<file path="src/pkg/bcc_consts.svh">
// Offsets, field positions, reset values and access codes of the break comparator
`ifndef BCC_CONSTS_SVH
`define BCC_CONSTS_SVH
// ==========================================================================
// Register indices (byte address is four times the index)
`define BCC_IDX_A_ADDR_HI     32'hFFFFFF40
`define BCC_IDX_A_ADDR_LO     32'hFFFFFF42
`define BCC_IDX_A_MASK_HI     32'hFFFFFF44
`define BCC_IDX_A_MASK_LO     32'hFFFFFF46
`define BCC_IDX_A_CYCLE       32'hFFFFFF48
`define BCC_IDX_B_ADDR_HI     32'hFFFFFF60
`define BCC_IDX_B_ADDR_LO     32'hFFFFFF62
`define BCC_IDX_B_MASK_HI     32'hFFFFFF64
`define BCC_IDX_B_MASK_LO     32'hFFFFFF66
`define BCC_IDX_B_CYCLE       32'h0FFFFF68
`define BCC_IDX_B_VAL_HI      32'hFFFFFF70
`define BCC_IDX_B_VAL_LO      32'hFFFFFF72
`define BCC_IDX_B_VMASK_HI    32'hFFFFFF74
`define BCC_IDX_B_VMASK_LO    32'hFFFFFF76
`define BCC_IDX_CONTROL       32'hFFFFFF78
`define BCC_IDX_IRQ_STATUS    32'hFFFFFF7A
`define BCC_IDX_IRQ_MASK      32'hFFFFFF7C
// ==========================================================================
// Reset value and writable bits
`define BCC_RESET_VAL         16'h0000
`define BCC_CYCLE_WMASK       16'h00FF
`define BCC_CONTROL_WMASK     16'hF4DC
`define BCC_IRQ_WMASK         16'h000F
// ==========================================================================
// Cycle select fields
`define BCC_SEL_PERIPH        7
`define BCC_SEL_CORE          6
`define BCC_SEL_DATA          5
`define BCC_SEL_FETCH         4
`define BCC_SEL_WRITE         3
`define BCC_SEL_READ          2
`define BCC_SEL_SIZE_HI       1
`define BCC_SEL_SIZE_LO       0
`define BCC_SIZE_ANY          2'h0
// ==========================================================================
// Control fields
`define BCC_CTL_A_CORE_FLAG   15
`define BCC_CTL_A_PERI_FLAG   14
`define BCC_CTL_EXT_EN        13
`define BCC_CTL_NEW_MODE      12
`define BCC_CTL_A_AFTER       10
`define BCC_CTL_B_CORE_FLAG   7
`define BCC_CTL_B_PERI_FLAG   6
`define BCC_CTL_SEQ           4
`define BCC_CTL_B_DATA_EN     3
// ==========================================================================
// Interrupt status fields
`define BCC_IRQ_A_CORE        0
`define BCC_IRQ_A_PERI        1
`define BCC_IRQ_B_CORE        2
`define BCC_IRQ_B_PERI        3
// ==========================================================================
// Write strobe patterns
`define BCC_STRB_HALF         4'h3
`define BCC_STRB_WORD         4'hF
`endif

</file>
<file path="src/pkg/bcc_pkg.sv">
// Types shared by the break comparator modules
package bcc_pkg;
   // =======================================================================
   // Bus master of the watched cycle
   typedef enum logic [1:0] {
      BCC_MST_CORE,
      BCC_MST_DMA,
      BCC_MST_EXT
   } bcc_master_t;
   // =======================================================================
   // Sequential break state
   typedef enum logic {
      BCC_SEQ_IDLE,
      BCC_SEQ_ARMED
   } bcc_seq_t;
endpackage : bcc_pkg

</file>
<file path="src/hdl/bcc_chan_match.sv">
// One break channel comparator
`timescale 1ns/100ps
`include "bcc_consts.svh"
module bcc_chan_match
   import bcc_pkg::*;
(
   input  wire logic [31:0] addr_cmp,
   input  wire logic [31:0] addr_ign,
   input  wire logic [15:0] cycle_sel,
   input  wire logic        data_en,
   input  wire logic [31:0] data_cmp,
   input  wire logic [31:0] data_ign,
   input  wire logic        ext_en,
   input  wire logic        mon_valid,
   input  wire logic [31:0] mon_addr,
   input  wire logic [31:0] mon_data,
   input  wire bcc_master_t mon_master,
   input  wire logic        mon_fetch,
   input  wire logic        mon_write,
   input  wire logic [1:0]  mon_size,
   output logic             core_hit,
   output logic             periph_hit
);
   // =======================================================================
   // Condition terms
   logic addr_ok;
   logic kind_ok;
   logic dir_ok;
   logic size_ok;
   logic data_ok;
   logic periph_src;
   logic all_ok;

   assign addr_ok = ((mon_addr ^ addr_cmp) & ~addr_ign) == 32'h0000_0000;
   assign kind_ok = mon_fetch ? cycle_sel[`BCC_SEL_FETCH] : cycle_sel[`BCC_SEL_DATA];
   assign dir_ok  = mon_write ? cycle_sel[`BCC_SEL_WRITE] : cycle_sel[`BCC_SEL_READ];
   assign size_ok = (cycle_sel[`BCC_SEL_SIZE_HI:`BCC_SEL_SIZE_LO] == `BCC_SIZE_ANY) ||
                    (cycle_sel[`BCC_SEL_SIZE_HI:`BCC_SEL_SIZE_LO] == mon_size);
   // External master data is never seen, so a data condition excludes it
   assign data_ok = !data_en ||
                    ((((mon_data ^ data_cmp) & ~data_ign) == 32'h0000_0000) &&
                     (mon_master != BCC_MST_EXT));
   assign periph_src = (mon_master == BCC_MST_DMA) || ((mon_master == BCC_MST_EXT) && ext_en);
   assign all_ok = mon_valid && addr_ok && kind_ok && dir_ok && size_ok && data_ok;
   assign core_hit   = all_ok && cycle_sel[`BCC_SEL_CORE] && (mon_master == BCC_MST_CORE);
   assign periph_hit = all_ok && cycle_sel[`BCC_SEL_PERIPH] && periph_src;
endmodule : bcc_chan_match

</file>
<file path="src/hdl/bcc_user_break_unit.sv">
// User break unit: APB registers, two break channels and interrupt
// ==========================================================================
`timescale 1ns/100ps
`include "bcc_consts.svh"
module bcc_user_break_unit
   import bcc_pkg::*;
(
   input  wire logic        pclk,
   input  wire logic        presetn,
   input  wire logic [31:0] paddr,
   input  wire logic        psel,
   input  wire logic        penable,
   input  wire logic        pwrite,
   input  wire logic [31:0] pwdata,
   input  wire logic [3:0]  pstrb,
   output logic [31:0]      prdata,
   output logic             pready,
   output logic             pslverr,
   input  wire logic        mon_valid,
   input  wire logic [31:0] mon_addr,
   input  wire logic [31:0] mon_data,
   input  wire bcc_master_t mon_master,
   input  wire logic        mon_fetch,
   input  wire logic        mon_write,
   input  wire logic [1:0]  mon_size,
   input  wire logic        insn_retire,
   output logic             break_req,
   output logic             irq
);
   // =======================================================================
   // Register storage
   logic [15:0] a_addr_hi;
   logic [15:0] a_addr_lo;
   logic [15:0] a_mask_hi;
   logic [15:0] a_mask_lo;
   logic [15:0] a_cycle;
   logic [15:0] b_addr_hi;
   logic [15:0] b_addr_lo;
   logic [15:0] b_mask_hi;
   logic [15:0] b_mask_lo;
   logic [15:0] b_cycle;
   logic [15:0] b_val_hi;
   logic [15:0] b_val_lo;
   logic [15:0] b_vmask_hi;
   logic [15:0] b_vmask_lo;
   logic [15:0] control;
   logic [15:0] irq_status;
   logic [15:0] irq_mask;
   logic        err_q;
   logic        pend_after;
   bcc_seq_t    seq_state;
   bcc_seq_t    next_seq_state;

   // =======================================================================
   // Helper functions
   function automatic logic hit(input logic [31:0] addr, input logic [31:0] idx);
      hit = (addr[9:2] == idx[7:0]);
   endfunction : hit

   function automatic logic [15:0] merge(input logic [15:0] old, input logic [15:0] val,
                                         input logic [15:0] wmask);
      merge = (old & ~wmask) | (val & wmask);
   endfunction : merge

   // =======================================================================
   // Address decode
   logic sel_a_addr_hi;
   logic sel_a_addr_lo;
   logic sel_a_mask_hi;
   logic sel_a_mask_lo;
   logic sel_a_cycle;
   logic sel_b_addr_hi;
   logic sel_b_addr_lo;
   logic sel_b_mask_hi;
   logic sel_b_mask_lo;
   logic sel_b_cycle;
   logic sel_b_val_hi;
   logic sel_b_val_lo;
   logic sel_b_vmask_hi;
   logic sel_b_vmask_lo;
   logic sel_control;
   logic sel_status;
   logic sel_mask;
   logic sel_any;
   logic sel_pair;
   logic strb_ok;
   logic acc_bad;
   logic wr_en;
   logic wr_word;

   assign sel_a_addr_hi  = hit(paddr, `BCC_IDX_A_ADDR_HI);
   assign sel_a_addr_lo  = hit(paddr, `BCC_IDX_A_ADDR_LO);
   assign sel_a_mask_hi  = hit(paddr, `BCC_IDX_A_MASK_HI);
   assign sel_a_mask_lo  = hit(paddr, `BCC_IDX_A_MASK_LO);
   assign sel_a_cycle    = hit(paddr, `BCC_IDX_A_CYCLE);
   assign sel_b_addr_hi  = hit(paddr, `BCC_IDX_B_ADDR_HI);
   assign sel_b_addr_lo  = hit(paddr, `BCC_IDX_B_ADDR_LO);
   assign sel_b_mask_hi  = hit(paddr, `BCC_IDX_B_MASK_HI);
   assign sel_b_mask_lo  = hit(paddr, `BCC_IDX_B_MASK_LO);
   assign sel_b_cycle    = hit(paddr, `BCC_IDX_B_CYCLE);
   assign sel_b_val_hi   = hit(paddr, `BCC_IDX_B_VAL_HI);
   assign sel_b_val_lo   = hit(paddr, `BCC_IDX_B_VAL_LO);
   assign sel_b_vmask_hi = hit(paddr, `BCC_IDX_B_VMASK_HI);
   assign sel_b_vmask_lo = hit(paddr, `BCC_IDX_B_VMASK_LO);
   assign sel_control    = hit(paddr, `BCC_IDX_CONTROL);
   assign sel_status     = hit(paddr, `BCC_IDX_IRQ_STATUS);
   assign sel_mask       = hit(paddr, `BCC_IDX_IRQ_MASK);
   assign sel_pair = sel_a_addr_hi | sel_a_mask_hi | sel_b_addr_hi | sel_b_mask_hi |
                     sel_b_val_hi | sel_b_vmask_hi;
   assign sel_any  = sel_pair | sel_a_addr_lo | sel_a_mask_lo | sel_a_cycle | sel_b_addr_lo |
                     sel_b_mask_lo | sel_b_cycle | sel_b_val_lo | sel_b_vmask_lo |
                     sel_control | sel_status | sel_mask;
   // Byte strobes are refused so a single byte of a 16-bit register never changes alone
   assign strb_ok  = (pstrb == `BCC_STRB_HALF) || (pstrb == `BCC_STRB_WORD);
   assign acc_bad  = !sel_any || (pwrite && !strb_ok);
   assign wr_en    = psel && penable && pwrite && !err_q;
   assign wr_word  = (pstrb == `BCC_STRB_WORD);

   // =======================================================================
   // APB handshake: one wait-free access phase, answer prepared at setup
   assign pready  = 1'b1;
   assign pslverr = psel && penable && err_q;

   always_ff @(posedge pclk or negedge presetn) begin
      if (!presetn) begin
         err_q <= 1'b0;
      end else if (psel && !penable) begin
         err_q <= acc_bad;
      end
   end

   // =======================================================================
   // Read data, latched in the setup phase
   logic [31:0] next_prdata;

   always_comb begin
      next_prdata = 32'h0000_0000;
      if (sel_a_addr_hi) begin
         next_prdata = {a_addr_hi, a_addr_lo};
      end else if (sel_a_addr_lo) begin
         next_prdata = {16'h0000, a_addr_lo};
      end else if (sel_a_mask_hi) begin
         next_prdata = {a_mask_hi, a_mask_lo};
      end else if (sel_a_mask_lo) begin
         next_prdata = {16'h0000, a_mask_lo};
      end else if (sel_a_cycle) begin
         next_prdata = {16'h0000, a_cycle & `BCC_CYCLE_WMASK};
      end else if (sel_b_addr_hi) begin
         next_prdata = {b_addr_hi, b_addr_lo};
      end else if (sel_b_addr_lo) begin
         next_prdata = {16'h0000, b_addr_lo};
      end else if (sel_b_mask_hi) begin
         next_prdata = {b_mask_hi, b_mask_lo};
      end else if (sel_b_mask_lo) begin
         next_prdata = {16'h0000, b_mask_lo};
      end else if (sel_b_cycle) begin
         next_prdata = {16'h0000, b_cycle & `BCC_CYCLE_WMASK};
      end else if (sel_b_val_hi) begin
         next_prdata = {b_val_hi, b_val_lo};
      end else if (sel_b_val_lo) begin
         next_prdata = {16'h0000, b_val_lo};
      end else if (sel_b_vmask_hi) begin
         next_prdata = {b_vmask_hi, b_vmask_lo};
      end else if (sel_b_vmask_lo) begin
         next_prdata = {16'h0000, b_vmask_lo};
      end else if (sel_control) begin
         next_prdata = {16'h0000, control & `BCC_CONTROL_WMASK};
      end else if (sel_status) begin
         next_prdata = {16'h0000, irq_status & `BCC_IRQ_WMASK};
      end else if (sel_mask) begin
         next_prdata = {16'h0000, irq_mask & `BCC_IRQ_WMASK};
      end
   end

   always_ff @(posedge pclk or negedge presetn) begin
      if (!presetn) begin
         prdata <= 32'h0000_0000;
      end else if (psel && !penable) begin
         prdata <= pwrite ? 32'h0000_0000 : next_prdata;
      end
   end

   // =======================================================================
   // Channel A registers; a word write to a high half also loads the low half
   always_ff @(posedge pclk or negedge presetn) begin
      if (!presetn) begin
         a_addr_hi <= `BCC_RESET_VAL;
         a_addr_lo <= `BCC_RESET_VAL;
         a_mask_hi <= `BCC_RESET_VAL;
         a_mask_lo <= `BCC_RESET_VAL;
         a_cycle   <= `BCC_RESET_VAL;
      end else if (wr_en) begin
         if (sel_a_addr_hi) begin
            a_addr_hi <= wr_word ? pwdata[31:16] : pwdata[15:0];
         end
         if (sel_a_addr_lo || (sel_a_addr_hi && wr_word)) begin
            a_addr_lo <= pwdata[15:0];
         end
         if (sel_a_mask_hi) begin
            a_mask_hi <= wr_word ? pwdata[31:16] : pwdata[15:0];
         end
         if (sel_a_mask_lo || (sel_a_mask_hi && wr_word)) begin
            a_mask_lo <= pwdata[15:0];
         end
         if (sel_a_cycle) begin
            a_cycle <= merge(a_cycle, pwdata[15:0], `BCC_CYCLE_WMASK);
         end
      end
   end

   // =======================================================================
   // Channel B registers
   always_ff @(posedge pclk or negedge presetn) begin
      if (!presetn) begin
         b_addr_hi  <= `BCC_RESET_VAL;
         b_addr_lo  <= `BCC_RESET_VAL;
         b_mask_hi  <= `BCC_RESET_VAL;
         b_mask_lo  <= `BCC_RESET_VAL;
         b_cycle    <= `BCC_RESET_VAL;
         b_val_hi   <= `BCC_RESET_VAL;
         b_val_lo   <= `BCC_RESET_VAL;
         b_vmask_hi <= `BCC_RESET_VAL;
         b_vmask_lo <= `BCC_RESET_VAL;
      end else if (wr_en) begin
         if (sel_b_addr_hi) begin
            b_addr_hi <= wr_word ? pwdata[31:16] : pwdata[15:0];
         end
         if (sel_b_addr_lo || (sel_b_addr_hi && wr_word)) begin
            b_addr_lo <= pwdata[15:0];
         end
         if (sel_b_mask_hi) begin
            b_mask_hi <= wr_word ? pwdata[31:16] : pwdata[15:0];
         end
         if (sel_b_mask_lo || (sel_b_mask_hi && wr_word)) begin
            b_mask_lo <= pwdata[15:0];
         end
         if (sel_b_cycle) begin
            b_cycle <= merge(b_cycle, pwdata[15:0], `BCC_CYCLE_WMASK);
         end
         if (sel_b_val_hi) begin
            b_val_hi <= wr_word ? pwdata[31:16] : pwdata[15:0];
         end
         if (sel_b_val_lo || (sel_b_val_hi && wr_word)) begin
            b_val_lo <= pwdata[15:0];
         end
         if (sel_b_vmask_hi) begin
            b_vmask_hi <= wr_word ? pwdata[31:16] : pwdata[15:0];
         end
         if (sel_b_vmask_lo || (sel_b_vmask_hi && wr_word)) begin
            b_vmask_lo <= pwdata[15:0];
         end
      end
   end

   // =======================================================================
   // Channel comparators
   logic a_core_hit;
   logic a_peri_hit;
   logic b_core_hit;
   logic b_peri_hit;
   logic b_live;

   bcc_chan_match u_chan_a (
      .addr_cmp   ({a_addr_hi, a_addr_lo}),
      .addr_ign   ({a_mask_hi, a_mask_lo}),
      .cycle_sel  (a_cycle),
      .data_en    (1'b0),
      .data_cmp   (32'h0000_0000),
      .data_ign   (32'hFFFF_FFFF),
      .ext_en     (control[`BCC_CTL_EXT_EN]),
      .mon_valid  (mon_valid),
      .mon_addr   (mon_addr),
      .mon_data   (mon_data),
      .mon_master (mon_master),
      .mon_fetch  (mon_fetch),
      .mon_write  (mon_write),
      .mon_size   (mon_size),
      .core_hit   (a_core_hit),
      .periph_hit (a_peri_hit)
   );

   bcc_chan_match u_chan_b (
      .addr_cmp   ({b_addr_hi, b_addr_lo}),
      .addr_ign   ({b_mask_hi, b_mask_lo}),
      .cycle_sel  (b_cycle),
      .data_en    (control[`BCC_CTL_B_DATA_EN]),
      .data_cmp   ({b_val_hi, b_val_lo}),
      .data_ign   ({b_vmask_hi, b_vmask_lo}),
      .ext_en     (control[`BCC_CTL_EXT_EN]),
      .mon_valid  (mon_valid),
      .mon_addr   (mon_addr),
      .mon_data   (mon_data),
      .mon_master (mon_master),
      .mon_fetch  (mon_fetch),
      .mon_write  (mon_write),
      .mon_size   (mon_size),
      .core_hit   (b_core_hit),
      .periph_hit (b_peri_hit)
   );

   // Legacy mode leaves channel B dormant
   assign b_live = control[`BCC_CTL_NEW_MODE];

   // =======================================================================
   // Sequential arming: A must match before B may break
   logic seq_on;
   logic a_any;
   logic b_any;

   assign seq_on = control[`BCC_CTL_SEQ] && b_live;
   assign a_any  = a_core_hit || a_peri_hit;
   assign b_any  = b_live && (b_core_hit || b_peri_hit);

   always_comb begin
      next_seq_state = seq_state;
      case (seq_state)
         BCC_SEQ_IDLE: begin
            if (seq_on && a_any) begin
               next_seq_state = BCC_SEQ_ARMED;
            end
         end
         BCC_SEQ_ARMED: begin
            if (!seq_on || b_any) begin
               next_seq_state = BCC_SEQ_IDLE;
            end
         end
         default: begin
            next_seq_state = BCC_SEQ_IDLE;
         end
      endcase
   end

   always_ff @(posedge pclk or negedge presetn) begin
      if (!presetn) begin
         seq_state <= BCC_SEQ_IDLE;
      end else begin
         seq_state <= next_seq_state;
      end
   end

   // =======================================================================
   // Break events
   logic a_fire;
   logic b_fire;
   logic a_fetch_hit;
   logic a_now;

   // In sequential mode channel A only arms; it never breaks alone
   assign a_fire = a_any && !seq_on;
   assign b_fire = b_any && (!seq_on || (seq_state == BCC_SEQ_ARMED));
   assign a_fetch_hit = a_fire && mon_fetch && mon_master == BCC_MST_CORE;
   assign a_now = a_fire && !(a_fetch_hit && control[`BCC_CTL_A_AFTER]);

   // After-execution fetch break waits for the instruction to retire
   always_ff @(posedge pclk or negedge presetn) begin
      if (!presetn) begin
         pend_after <= 1'b0;
      end else if (a_fetch_hit && control[`BCC_CTL_A_AFTER]) begin
         pend_after <= 1'b1;
      end else if (insn_retire) begin
         pend_after <= 1'b0;
      end
   end

   always_ff @(posedge pclk or negedge presetn) begin
      if (!presetn) begin
         break_req <= 1'b0;
      end else begin
         break_req <= a_now || b_fire || (pend_after && insn_retire);
      end
   end

   // =======================================================================
   // Control register; match flags set by hardware win over a software write
   logic [15:0] ctl_set;

   assign ctl_set = (16'(a_core_hit && a_fire) << `BCC_CTL_A_CORE_FLAG) |
                    (16'(a_peri_hit && a_fire) << `BCC_CTL_A_PERI_FLAG) |
                    (16'(b_core_hit && b_fire) << `BCC_CTL_B_CORE_FLAG) |
                    (16'(b_peri_hit && b_fire) << `BCC_CTL_B_PERI_FLAG);

   always_ff @(posedge pclk or negedge presetn) begin
      if (!presetn) begin
         control <= `BCC_RESET_VAL;
      end else if (wr_en && sel_control) begin
         control <= merge(control, pwdata[15:0], `BCC_CONTROL_WMASK) | ctl_set;
      end else begin
         control <= control | ctl_set;
      end
   end

   // =======================================================================
   // Interrupt status (write one to clear) and mask
   logic [15:0] irq_set;

   assign irq_set = {12'h000, b_peri_hit && b_fire, b_core_hit && b_fire,
                     a_peri_hit && a_fire, a_core_hit && a_fire};

   always_ff @(posedge pclk or negedge presetn) begin
      if (!presetn) begin
         irq_status <= `BCC_RESET_VAL;
      end else if (wr_en && sel_status) begin
         irq_status <= (irq_status & ~(pwdata[15:0] & `BCC_IRQ_WMASK)) | irq_set;
      end else begin
         irq_status <= irq_status | irq_set;
      end
   end

   always_ff @(posedge pclk or negedge presetn) begin
      if (!presetn) begin
         irq_mask <= `BCC_RESET_VAL;
      end else if (wr_en && sel_mask) begin
         irq_mask <= merge(irq_mask, pwdata[15:0], `BCC_IRQ_WMASK);
      end
   end

   assign irq = |(irq_status & irq_mask);
endmodule : bcc_user_break_unit

</file>
<file path="config.mk">
export PLATFORM = sky130hd
export DESIGN_NAME = bcc_user_break_unit
export DESIGN_NICKNAME = d
export VERILOG_FILES = /design/src/pkg/bcc_pkg.sv /design/src/hdl/bcc_chan_match.sv /design/src/hdl/bcc_user_break_unit.sv
export VERILOG_INCLUDE_DIRS = /design/src /design/src/pkg
export SDC_FILE = /design/constraint.sdc
export NUM_CORES = 1
export LEC_CHECK = 0
export BUFFER_PORTS_ARGS = -buffer_cell sky130_fd_sc_hd__buf_2
export CORE_AREA = 2 2 150 152
export DETAILED_ROUTE_END_ITERATION = 6
export DIE_AREA = 0 0 152 154
export GPL_TIMING_DRIVEN = 1
export PLACE_DENSITY = 0.88
export SYNTH_ARGS = -nofsm -noshare
export SYNTH_HDL_FRONTEND = slang
export SYNTH_SLANG_ARGS = --single-unit
</file>
<file path="constraint.sdc">
create_clock -name pclk -period 5.7 [get_ports pclk]
set_input_delay 1.14 -clock pclk [delete_from_list [all_inputs] [get_ports pclk]]
set_output_delay 1.14 -clock pclk [all_outputs]
set_load 0.02 [all_outputs]
</file>
# ---- Yosys cells after proc, flatten, opt, wreduce, memory -nomap -nowiden
# Index checks and enable logic that the tools add are counted.
dict set report classes {
  bitwise_logic 40
  mux 30
  eq_ne 24
  n_reduce_logical 95
}
# op n
set op_table {}
lappend op_table {{$mux W32} 14}
lappend op_table {{$eq A8 B7 Y1 const B} 17}
lappend op_table {{$and A32 B32 Y32} 3}
lappend op_table {{$logic_not A32 Y1} 3}
lappend op_table {{$not A32 Y32} 3}
lappend op_table {{$xor A32 B32 Y32} 3}
lappend op_table {{$mux W16} 5}
lappend op_table {{$logic_and A1 B1 Y1} 48}
lappend op_table {{$or A16 B4 Y16} 3}
lappend op_table {{$or A16 B8 Y16} 3}
lappend op_table {{$and A16 B16 Y16} 2}
lappend op_table {{$or A16 B16 Y16} 2}
lappend op_table {{$reduce_and A2 Y1} 14}
lappend op_table {{$logic_or A1 B1 Y1} 18}
lappend op_table {{$not A4 Y16} 1}
lappend op_table {{$or A1 B1 Y1} 16}
lappend op_table {{$or A12 B16 Y16} 1}
lappend op_table {{$or A16 B15 Y16} 1}
lappend op_table {{$or A16 B7 Y16} 1}
lappend op_table {{$reduce_or A16 Y1} 1}
lappend op_table {{$mux W1} 8}
lappend op_table {{$mux W4} 2}
lappend op_table {{$logic_not A1 Y1} 7}
lappend op_table {{$logic_not A2 Y1} 3}
lappend op_table {{9 further kinds} 10}
dict set report totals {
  word_cells 211
  regBits 308
  input_bits 145
}

# ---- Longest topological paths before layout
dict set report logic_depth {
  depth_word 19
  mapped_depth 9
  depth_no_buf 7
}

# ---- Modules after synthesis
# A second synthesis with hierarchy kept.
dict set report hier_totals {
  cells_unflattened 1284
  hier_area_um2 13819.5
}
# mod instances seq_area_each_um2 area_per_inst_um2 cells_each
set modules_own_cells {}
lappend modules_own_cells {bcc_user_break_unit 1 6556.3 11920.2 1028}
lappend modules_own_cells {bcc_chan_match 2 0.0 949.7 128}

# ---- Least setup slack after synthesis
# No wires, ideal clock.
dict set report synth_timing {
  path_kind {in2reg}
  start {input port paddr[2]}
  end {register b_vmask_lo[11]}
  cell_stages 6
  required_ps 5575
  path_slack_ps 2921
  arrival_ps 2655
  path_cell_list {buf_2 -> nor2_2 -> nand2_2 -> nor3_2 -> buf_4 -> mux2_2}
}
dict set report synth_between {
  elab_chain_cells 4
  elab_cells_between_ends 5
}
# element line_no
set synth_lines {}
lappend synth_lines {{start, declared} bcc_user_break_unit.sv:10} ;# input wire logic [31:0] paddr,
lappend synth_lines {{$eq A8 B7 Y1} bcc_user_break_unit.sv:57} ;# hit = (addr[9:2] == idx[7:0]);
lappend synth_lines {{$logic_and A1 B1 Y1} bcc_user_break_unit.sv:249} ;# if (sel_b_vmask_lo || (sel_b_vmask_hi && wr_word)) begin
lappend synth_lines {{$logic_or A1 B1 Y1 (*)} bcc_user_break_unit.sv:249}
lappend synth_lines {{$reduce_and A2 Y1 (no source line) (*)} --}
lappend synth_lines {{end signal, assigned} bcc_user_break_unit.sv:223} ;# b_vmask_lo <= `BCC_RESET_VAL;
lappend synth_lines {{end signal, assigned} bcc_user_break_unit.sv:250} ;# b_vmask_lo <= pwdata[15:0];
lappend synth_lines {{end, declared} bcc_user_break_unit.sv:45} ;# logic [15:0] b_vmask_lo;
# Every way passes the cells marked *; elsewhere a longest branch is shown, timed or not.
# A chain may end at the register's enable or synchronous reset.

# ---- Final worst setup path
dict set report layout_timing {
  start {input port paddr[4]}
  end {register a_addr_lo[4]}
}
dict set report layout_between {
  elab_chain_cells 4
  elab_cells_between_ends 5
}
# element line_no
set layout_lines {}
lappend layout_lines {{$eq A8 B7 Y1} bcc_user_break_unit.sv:57}
lappend layout_lines {{$logic_and A1 B1 Y1} bcc_user_break_unit.sv:196} ;# if (sel_a_addr_lo || (sel_a_addr_hi && wr_word)) begin
lappend layout_lines {{$logic_or A1 B1 Y1 (*)} bcc_user_break_unit.sv:196}
lappend layout_lines {{$reduce_and A2 Y1 (no source line) (*)} --}
lappend layout_lines {{end signal, assigned} bcc_user_break_unit.sv:188} ;# a_addr_lo <= `BCC_RESET_VAL;
lappend layout_lines {{end signal, assigned} bcc_user_break_unit.sv:197} ;# a_addr_lo <= pwdata[15:0];
lappend layout_lines {{end, declared} bcc_user_break_unit.sv:33} ;# logic [15:0] a_addr_lo;
# Marked as above.

==> qor.yml <==
die:
  die_x_um: 152
  core_area_um2: 21700
  io_pins: 181
  initial_utilization_pct: 59.6
  fp-row-count: 54
  dieArea_um2: 23400
  die_h_um: 154
clock_tree:
  cts_tree: "yes"
  postCtsHoldBufs: 0
  clock_latency_ns: 0.55
  cts_resized: 0
  cts.sinks: 262
  cts_buffers: 26
  post_cts_buffers: 0
  root_buffer: "clkbuf_16"
  h-tree-depth: 1
  cts_buffer_depth: 3
  clk_pin_slew_ns: 0.06
synthesis:
  yosysWarnings: 0
  ys_types: 64
  ys_ff_latch: 262
  synth_top_cell_by_area: "dfrtp_1"
  yosys.area.top_type_share_pct: 50.8
  yosysSeqAreaShare_pct: 50.8
  syn_nets: 1353
  synthFlopType: "dfrtp_1"
  syn_area_um2: 12900
  netlist_instances: 1208
  syn_area_per_cell_um2: 10.7
  yosys-top-cells-area: "dfrtp_1 (51%), mux2_2 (10%), xnor2_1 (6.6%)"
  synth-edff-count: 0
  async_flop_share_pct: 100
finish:
  nNetsFinal: 1489
  drive_gt1_share_pct: 26.5
  stdcell_area_um2: 14800
  largest_reg_flops: 32
  fin_util_pct: 68.3
  regMostFlops: "prdata"
  n_antenna_cell: 0
  area_growth_pct: 14.6
run:
  cap_violations: 0
power:
  powerDensity_nw_per_um2: 269
  p_leak_nw: 6.80
  max-vdd-ir-drop_mv: 0.218
routing:
  first_iter_violations: 1635
  drc_errors: 0
  via_per_inst: 6.86
  via_count: 11300
  wl_per_cell_um: 26.0
  dr.pass1.iters: 7
  ant_nets: 0
  routed_wl_um: 42700
sta:
  finalCritPeriodShare_pct: 60.4
  skew_ns: 0.0265
  finalHoldViolations: 0
  rsz0062_at_grt: "no"
  report.final.slew_viol_count: 0
  setup-violations-final: 0
  timing.final.crit_period_ns: 3.45
  setup_tns_ns: 0
  max_freq_mhz: 290
  tightest_slew_ns: 1.23
  slew_headroom_pct: 17.6
placed_design:
  gp_congestion: 0.988
  portBuffers: 155
  placed_area_um2: 13900
  dpl.hpwl_um: 29900
min_path:
  min_from: "prdata[14]"
  min_delay_path_depth: 2
  holdCritPathClass: "flop to flop"
worst_setup_path:
  start_kind: "input pin"
  end_kind: "flop"
  critPathKind: "input pin to flop"
  crit_start: "paddr[4]"
  r2r_start: "err_q"
  crit_required_ns: 6.11
  cp_max_fo: 27
  timing.critical_path.arrival_ns: 3.86
  ff2ff_path_depth: 4
grt:
  first_global_vias: 11200
  grt_usage_pct: 36.1
  grt_first_pass_wirelength_um: 65000
  grt_max_degree: 125
  overflow: 0
  antenna_found_initial: 0
run_status:
  status: "finished clean"
final timing paths:
check / slack [ns] / endpoint
worst max-delay path: 2.25 / a_addr_lo[4]
worst min-delay path: 0.49 / prdata[14]
worst max register to register: 2.73 / a_mask_lo[4]
worst min register to register: 0.49 / prdata[14]
max in group asynchronous: 3.74 / b_vmask_lo[6]
min in group asynchronous: 0.59 / b_addr_hi[8]
worst max-delay path, cell delays in order:
cell and delay (ns):
buf_2 0.30, nor3_1 0.47, nand2_1 0.44, nor2_2 1.07, mux2_2 0.43
area by class of cell:
class | instances | area (um^2)
clock buffers | 38 | 756
inverters | 10 | 37.5
well taps | 280 | 350
fillers | 1597 | 6880
multi-input cells | 872 | 6050
clock inverters | 10 | 139
flip-flops and latches | 262 | 6560
repair buffers | 172 | 913
cell usage in the layout, fill, tap and decap left out, types with 4 or more instances in the layout:
cell type	instances
a21oi_1	15
a221oi_1	8
a222oi_1	13
a22o_1	22
a22oi_1	59
and3_1	5
buf_2	154
buf_4	17
clkbuf_1	6
clkbuf_16	26
clkbuf_8	6
clkinv_2	5
dfrtp_1	262
inv_1	10
mux2_1	8
mux2_2	116
mux2i_1	25
nand2_1	159
nand2b_1	5
nand3_1	37
nor2_1	30
nor2_2	14
nor2b_1	5
nor3_1	6
nor4_1	4
o21ai_0	98
o21ai_1	31
o22ai_1	54
o31ai_1	6
or3_1	4
xnor2_1	97
Yosys cell counts (2+ instances only):
cell	number
dfrtp_1	262
nand2_1	159
mux2_2	116
o21ai_0	98
xnor2_1	97
a22oi_1	59
o22ai_1	54
clkbuf_1	41
nand3_1	37
nor2_1	31
o21ai_1	31
mux2i_1	25
a22o_1	22
buf_2	18
a21oi_1	15
a222oi_1	13
nor2_2	13
inv_1	10
a221oi_1	8
mux2_1	8
nand2b_1	6
nor3_1	6
o31ai_1	6
and3_1	5
nor2b_1	5
nor4_1	4
or3_1	4
buf_4	3
nand2_2	3
nand3b_1	3
nand4_1	3
nor4b_1	3
a211oi_1	2
and2_1	2
and4b_1	2
nor3_4	2
o2111ai_1	2
o211ai_1	2
o221ai_1	2
or4_1	2
routing by layer:
metal  vias to the layer above  part of all wire (%)  wire (um)  GRT usage (%)
met4                         0                   6.1       2620           17.9
met2                       889                    45      19200           56.5
li1                       4697                     -          -              -
met3                       204                    13       5350           7.30
met1                      5490                    36      15600           48.3
met5                         -                     0          0              0
through the flow:
step	hold WS [ns]	power, mW	setup WS (ns)	cells
global placement	0.456	2.19	1.94	1596
detailed placement	0.461	2.20	1.90	1596
CTS	0.492	3.96	2.44	1644
finish	0.489	3.98	2.25	1644
floorplan	0.456	2.04	2.92	1208
global route	0.522	4.05	2.18	1644
kinds of logic after synthesis:
group           after synthesis  share of synthesized area, %
compound gates              327                          16.5
xor+xnor                     97                          6.58
buf+inv                      74                          2.42
flops                       262                          50.8
mux                         149                          12.7
other cells                   1                        0.0290
simple gates                298                          10.9
power breakdown:
part	switching, mW	internal, mW	total, mW	leakage (nW)
Combinational	0.187	0.0927	0.280	2.73
Sequential	0.0161	1.87	1.89	3.64
Clock	0.750	1.06	1.81	0.440
Note: power is estimated with default switching activity, not from simulation.
